--- src/rtl/tc_cfg_pkg.sv ---
// Package: offsets, field layouts and reset values of the time-constant configuration registers.
// Assumes an 8-bit register port with 6-bit addresses from the serial host front end.
package tc_cfg_pkg;
  localparam int ADDR_W = 6;
  localparam int DATA_W = 8;
  localparam logic [5:0] TC_ONE_OFFSET = 6'h02;
  localparam logic [5:0] TC_TWO_OFFSET = 6'h03;
  localparam logic [5:0] DIG_CONV_OFFSET = 6'h04;
  localparam logic [7:0] TC_ONE_RESET = 8'h90;
  localparam logic [7:0] TC_TWO_RESET = 8'hA0;
  localparam logic [7:0] DIG_CONV_RESET = 8'h03;
  // Field positions
  localparam int CAP_LSB = 6;
  localparam int CAP_W = 2;
  localparam int TC_ONE_RSV_BIT = 5;
  localparam int FIRST_RES_W = 5;
  localparam int SECOND_RES_W = 6;
  localparam int FREQ_LSB = 4;
  localparam int FREQ_W = 4;
  localparam int DIG_RSV_BIT = 3;
  localparam int RESP_W = 3;
  // Lowest legal periods-per-conversion code
  localparam logic [2:0] RESP_MIN_CODE = 3'h2;
endpackage

--- src/rtl/tc_cfg_regs.sv ---
// Time-constant and digital conversion configuration registers.
// Assumes a synchronous register port driven by the serial host front end on SYS_CLK.
//
// Notes on behaviour
// - First time-constant register resets to 0x90: cap 7:6, reserved bit 5, res 4:0.
// - The first cap field selects 0.75, 1.5, 3 or 6 pF and resets to b10.
// - The first res field takes any 5-bit code, resets to b10000, 417k minus 12.77k per step.
// - The second time-constant register resets to 0xA0 with cap in 7:6 and res in 5:0.
// - The second cap field selects 3, 6, 12 or 24 pF and resets to b10.
// - Second res field takes any 6-bit code, resets to b100000, 835k minus 12.77k per step.
// - The digital register resets to 0x03 with lowest_sensor_freq_code in 7:4, reserved bit 3, resp in 2:0.
// - Response code b010 to b111 selects 192 to 6144 periods; host never writes b000 or b001.
`timescale 1ns/1ps
module tc_cfg_regs
  import tc_cfg_pkg::*;
(
  input wire logic SYS_CLK,
  input wire logic RSTN,
  input wire logic REG_WR,
  input wire logic REG_RD,
  input wire logic [tc_cfg_pkg::ADDR_W-1:0] REG_ADDR,
  input wire logic [tc_cfg_pkg::DATA_W-1:0] REG_WDATA,
  output logic [tc_cfg_pkg::DATA_W-1:0] REG_RDATA,
  output logic [tc_cfg_pkg::CAP_W-1:0] FIRST_CAP_SELECT,
  output logic [tc_cfg_pkg::FIRST_RES_W-1:0] FIRST_RES_SELECT,
  output logic [tc_cfg_pkg::CAP_W-1:0] SECOND_CAP_SELECT,
  output logic [tc_cfg_pkg::SECOND_RES_W-1:0] SECOND_RES_SELECT,
  output logic [tc_cfg_pkg::FREQ_W-1:0] LOWEST_SENSOR_FREQ_CODE,
  output logic [tc_cfg_pkg::RESP_W-1:0] PERIODS_PER_CONVERSION_CODE
);
  import tc_cfg_pkg::*;

  logic [DATA_W-1:0] tc_one_ff;
  logic [DATA_W-1:0] tc_two_ff;
  logic [DATA_W-1:0] dig_conv_ff;
  logic [DATA_W-1:0] rdata_ff;
  logic [DATA_W-1:0] nxt_rdata;
  logic [2:0] addr_sel;

  // =====================================================
  // Address decode
  // One-hot, shared by write and read paths so both agree on the map
  function automatic logic [2:0] decode_addr(input logic [ADDR_W-1:0] addr);
    logic [2:0] sel;
    sel = 3'h0;
    if (addr == TC_ONE_OFFSET) begin
      sel = 3'h1;
    end else if (addr == TC_TWO_OFFSET) begin
      sel = 3'h2;
    end else if (addr == DIG_CONV_OFFSET) begin
      sel = 3'h4;
    end
    return sel;
  endfunction

  assign addr_sel = decode_addr(REG_ADDR);

  // =====================================================
  // Register writes
  // Reserved bits are stored as written so a readback matches the write
  always_ff @(posedge SYS_CLK) begin
    if (!RSTN) begin
      tc_one_ff <= TC_ONE_RESET;
    end else if (REG_WR && addr_sel[0]) begin
      tc_one_ff <= REG_WDATA;
    end
  end

  always_ff @(posedge SYS_CLK) begin
    if (!RSTN) begin
      tc_two_ff <= TC_TWO_RESET;
    end else if (REG_WR && addr_sel[1]) begin
      tc_two_ff <= REG_WDATA;
    end
  end

  // Host keeps reserved response codes out; stored as written, not clamped
  always_ff @(posedge SYS_CLK) begin
    if (!RSTN) begin
      dig_conv_ff <= DIG_CONV_RESET;
    end else if (REG_WR && addr_sel[2]) begin
      dig_conv_ff <= REG_WDATA;
    end
  end

  // =====================================================
  // Read path, registered; unmapped addresses read zero
  always_comb begin
    if (addr_sel[0]) begin
      nxt_rdata = tc_one_ff;
    end else if (addr_sel[1]) begin
      nxt_rdata = tc_two_ff;
    end else if (addr_sel[2]) begin
      nxt_rdata = dig_conv_ff;
    end else begin
      nxt_rdata = 8'h00;
    end
  end

  always_ff @(posedge SYS_CLK) begin
    if (!RSTN) begin
      rdata_ff <= 8'h00;
    end else if (REG_RD) begin
      rdata_ff <= nxt_rdata;
    end
  end

  // =====================================================
  // Field outputs, straight from the stored registers
  assign REG_RDATA = rdata_ff;
  assign FIRST_CAP_SELECT = tc_one_ff[CAP_LSB +: CAP_W];
  assign FIRST_RES_SELECT = tc_one_ff[FIRST_RES_W-1:0];
  assign SECOND_CAP_SELECT = tc_two_ff[CAP_LSB +: CAP_W];
  assign SECOND_RES_SELECT = tc_two_ff[SECOND_RES_W-1:0];
  assign LOWEST_SENSOR_FREQ_CODE = dig_conv_ff[FREQ_LSB +: FREQ_W];
  assign PERIODS_PER_CONVERSION_CODE = dig_conv_ff[RESP_W-1:0];
endmodule // tc_cfg_regs

--- config.mk ---
export PLATFORM = sky130hd
export DESIGN_NAME = tc_cfg_regs
export DESIGN_NICKNAME = d
export VERILOG_FILES = /design/src/rtl/tc_cfg_pkg.sv /design/src/rtl/tc_cfg_regs.sv
export SDC_FILE = /design/constraint.sdc
export NUM_CORES = 1
export LEC_CHECK = 0
export ABC_AREA = 1
export BUFFER_PORTS_ARGS = -buffer_cell sky130_fd_sc_hd__buf_2
export CAP_MARGIN = 20
export CORE_ASPECT_RATIO = 1.4
export CORE_MARGIN = 2
export CORE_UTILIZATION = 30
export CTS_CLUSTER_SIZE = 20
export DETAILED_ROUTE_END_ITERATION = 8
export PLACE_DENSITY = 0.48
export SYNTH_ARGS = -nofsm -noshare
export SYNTH_HDL_FRONTEND = slang
export SYNTH_SLANG_ARGS = --single-unit
--- constraint.sdc ---
create_clock -name SYS_CLK -period 1.53 [get_ports SYS_CLK]
set_clock_uncertainty 0.05 [all_clocks]
set_input_delay 0.2295 -clock SYS_CLK [delete_from_list [all_inputs] [get_ports SYS_CLK]]
set_output_delay 0.2295 -clock SYS_CLK [all_outputs]
set_load 0.03 [all_outputs]
# Word level (Yosys, flattened, before mapping)
# Index checks and enable logic that the tools add are counted.
# W data, S select, Z words.
[totals] register_bits=32 in_bits=18 word_cells=16
[classes] eq_ne=3 mux=6 n_reduce_logical=3
[op_table] op="$mux W8" count=3
[op_table] op="$eq A6 B2 Y1 const B" count=2
[op_table] op="$mux W3" count=3
[op_table] op="$eq A6 B3 Y1 const B" count=1
[op_table] op="$logic_and A1 B1 Y1" count=3

# Logic depth before layout (Yosys ltp)
[depth] depth_word=7 depth_mapped=8

# Worst setup path before layout
# No wires, ideal clock.
[synth_timing] kind="in2reg" from="input REG_ADDR[5] in the netlist's numbering" to="register tc_two_ff[1]" setup_time_ps=66 t_arrival_ps=1035 t_required_ps=1414 setup_slack_ps=379 stages=7 path_cell_list="nor2_1 -> buf_6 -> nand4_4 -> clkinv_2 -> buf_6 -> o21ai_2 -> a21oi_2"
[synth_via] elab_chain_len=4
[synth_rtl] element="start, declared" line_no="tc_cfg_regs.sv:21" text="input wire logic [tc_cfg_pkg::ADDR_W-1:0] REG_ADDR,"
[synth_rtl] element="$eq A6 B2 Y1" line_no="tc_cfg_regs.sv:48" text="end else if (addr == TC_TWO_OFFSET) begin"
[synth_rtl] element="$mux W3" line_no="tc_cfg_regs.sv:48"
[synth_rtl] element="$mux W3 *" line_no="tc_cfg_regs.sv:46" text="if (addr == TC_ONE_OFFSET) begin"
[synth_rtl] element="$logic_and A1 B1 Y1 *" line_no="tc_cfg_regs.sv:72" text="end else if (REG_WR && addr_sel[1]) begin"
[synth_rtl] element="end signal, assigned" line_no="tc_cfg_regs.sv:71" text="tc_two_ff <= TC_TWO_RESET;"
[synth_rtl] element="end signal, assigned" line_no="tc_cfg_regs.sv:73" text="tc_two_ff <= REG_WDATA;"
[synth_rtl] element="end, declared" line_no="tc_cfg_regs.sv:34" text="logic [DATA_W-1:0] tc_two_ff;"
# Every way passes the cells marked *; elsewhere a longest branch is shown, timed or not.
# A chain may end at the register's enable or synchronous reset.

# Worst setup path after layout
[layout_timing] from="input REG_ADDR[3] in the netlist's numbering" to="register rdata_ff[6] (netlist: REG_RDATA[6])"
[layout_via] elab_chain_len=7
[layout_rtl] element="$eq A6 B3 Y1" line_no="tc_cfg_regs.sv:50" text="end else if (addr == DIG_CONV_OFFSET) begin"
[layout_rtl] element="$mux W3" line_no="tc_cfg_regs.sv:50"
[layout_rtl] element="$mux W3" line_no="tc_cfg_regs.sv:48"
[layout_rtl] element="$mux W3 *" line_no="tc_cfg_regs.sv:46"
[layout_rtl] element="$mux W8" line_no="tc_cfg_regs.sv:93" text="end else if (addr_sel[2]) begin"
[layout_rtl] element="$mux W8" line_no="tc_cfg_regs.sv:91" text="end else if (addr_sel[1]) begin"
[layout_rtl] element="$mux W8 *" line_no="tc_cfg_regs.sv:89" text="if (addr_sel[0]) begin"
[layout_rtl] element="end signal, assigned" line_no="tc_cfg_regs.sv:104" text="rdata_ff <= nxt_rdata;"
[layout_rtl] element="end, declared" line_no="tc_cfg_regs.sv:36" text="logic [DATA_W-1:0] rdata_ff;"
# Marked as above.

==> impl_metrics.toml <==
[placed_design]
place.port_buffers = 47
dpl.hpwl_mm = 3.20
gp_congestion = 0.729

[floorplan]
die_h_um = 89.9
dieWidth_um = 65.4
dieArea_um2 = 5880
core-area_um2 = 5120
start_util_pct = 30.9
io_pins = 48
rows = 31

[clock_network]
clockRootBuffer = "clkbuf_8"
cts_sinks = 32
clkTransAtPathRegs_ns = 0.07
cts_hold_buf = 0
cts_resized = 0
cts_setup_buffers = 0
cts_tree = "yes"
clock_latency_ns = 0.29
cts_max_path_buffers = 2
numCtsBuffers = 5
cts.htree.levels = 2

[timing]
fin_setup_tns_ns = 0
rsz0062_at_grt = "false"
finalHoldViolations = 0
slew_headroom_pct = 68.6
period_share_pct = 77.0
fmax_mhz = 848
holdWs_ns = 0.142
setup_violations = 0
worstMarginPinSlew_ns = 0.470
period_needed_ns = 1.18
drv_slew = 0

[worst_setup_path]
critPathKind = "input port to flip-flop"
crit_path_frequent_cell = "nor2_1"
rr_worst_depth = 4
crit_buf_inv = 1
cp_num_cells = 7
slowest_stage = "nand3_2"
path_cells = "buf_2 > nor2_2 > nand3_2 > nor2_1 > nor2_1 > nand2_1 > a21oi_1"
cp_top_family = "simple AND/OR/NAND/NOR gates"
critical_path_arrival_ns = 1.30
end_kind = "flip-flop"
worstPathRequired_ns = 1.65
max_stage_delay_ns = 0.34
start_kind = "input port"
crit_fanout = 16

[worst_hold_path]
holdCritPathClass = "input port to flip-flop"
hold_depth = 3

[power_and_ir_drop]
switching_power_w = 0.000439
sw_frac_of_total_pct = 24.3
combPwrFrac_pct = 8.6
fin_total_pwr_w = 0.00181
power_frac_seq_pct = 46.5
peakVddDrop_mv = 0.366
powerDensity_nw_per_um2 = 960
p_int_w = 0.00137
pwr-share-clk_pct = 44.9
leakagePower_nw = 0.890

[synth]
synth_common_cells = "41 x nor2_1, 32 x dfxtp_1, 26 x nand2_1"
synth_flop_cell = "dfxtp_1"
async_flop_share_pct = 0
synth-warning-count = 0
synth_edf_count = 0
synth_top_area_share_pct = 40.5
ys_seq_elements = 32
synth_cells = 206
ys_seq_area_share_pct = 40.5
synth_area_leaders = "dfxtp_1 40%, nor2_1 9.7%, buf_4 7.1%"
ys_types = 23
syn_nets = 224
synth_top_cell_by_area = "dfxtp_1"
syn_area_um2 = 1580
synth_most_common_cell = "nor2_1"
synth_area_per_cell_um2 = 7.68

[detailed_routing]
via_per_inst = 4.60
post_drt_wl_per_cell_um = 13.4
drt-initial-drc-count = 52
dr.pass1.iters = 4
vias = 1434
finalWirelength_mm = 4.19
drcViolationCount = 0
postRouteAntennaNets = 0

[global_routing]
track_usage_pct = 15.5
grt_pass1_vias = 1385
antenna_found_initial = 0
grt_first_pass_wirelength_mm = 6.91
grt_remaining_overflow = 0
grt_max_degree = 25

[layout]
fin_nets = 263
area_growth_pct = 19.3
antenna_cells = 0
drive_above_1_share_pct = 32.1

[status]
status = "finished clean"

[flow_run]
maxCapViolCount = 0
-- layer usage --
metal,wire length [µm],GRT usage [%],up-vias
met5,0,0,-
met4,81,6.77,0
met3,193,3.50,6
met2,2190,26.9,32
met1,1720,17.9,639
li1,-,-,757
-- per-stage QoR --
step	utilization [%]	std cells	cell area [µm²]	setup slack (ns)
after floorplan	-	206	1580	0.379
after global placement	34.7	304	1780	0.0750
after detailed placement	34.7	304	1780	0.0290
after CTS	36.9	312	1890	0.340
after global routing	36.9	312	1890	0.188
final	36.9	312	1890	0.351
-- cell type report --
cell class              instances  area, µm²
clock buffers                   5       68.8
clock inverters                 3       42.5
fillers                       595       3230
inverters                      11       43.8
multi-input cells             139        707
flip-flops and latches         32        641
well taps                      66       82.6
repair buffers                 56        303
-- layout by cell type, fill, tap and decap left out --
cell        netlist  layout
o21ai_1           8       8
nand2_1          26      26
buf_4            15       9
nor2_2            2       2
dfxtp_1          32      32
a21oi_2           2       2
nand2_2           1       1
nand3_1          13      13
and2_1            1       1
inv_1             8       8
nand3_2           1       1
o21ai_2           2       2
nor2_1           41      41
nor2_4            2       2
bufinv_16         0       1
clkinvlp_4        0       1
nand4_4           2       2
a21oi_1          12      12
clkbuf_8          0       5
o211ai_1          2       2
buf_2             0      47
inv_2             1       1
nand4_1          16      16
clkinv_2          2       3
o21ai_0           8       8
-- worst min-delay path: cells and delay by family --
family	cells	cell delay [ns]
simple gates	1	0.07
compound gates	1	0.06
buf+inv	1	0.08
-- power by group through the flow --
stage               clock network, W  logic [W]  registers (W)
finish                      0.000814   0.000156       0.000843
global route                0.000886   0.000170       0.000844
CTS                         0.000837   0.000157       0.000843
detailed placement                 0   0.000156       0.000862
global placement                   0   0.000156       0.000863
floorplan                          0  0.0000902       0.000867
-- sequential cells by signal (all words and copies together) (netlist names) --
| signal | flops |
|---|---|
| REG_RDATA | 8 |
| dig_conv_ff | 8 |
| tc_one_ff | 8 |
| tc_two_ff | 8 |
-- worst paths after layout --
check                from              to  slack, ns
min reg2reg  REG_RDATA[6]    REG_RDATA[6]       0.42
max           REG_ADDR[3]    REG_RDATA[6]       0.35
min          REG_WDATA[2]  dig_conv_ff[2]       0.14
max reg2reg  tc_two_ff[3]    REG_RDATA[3]       0.64
-- cells by family after synthesis --
kind of cell / count (synthesis) / share of synthesized area (%)
and+or+nand+nor: 105 / 32.6
buffers and inverters: 35 / 14.9
DFF: 32 / 40.5
AOI/OAI and AO/OA: 34 / 12.0
Power figures use the tool's default switching activity.
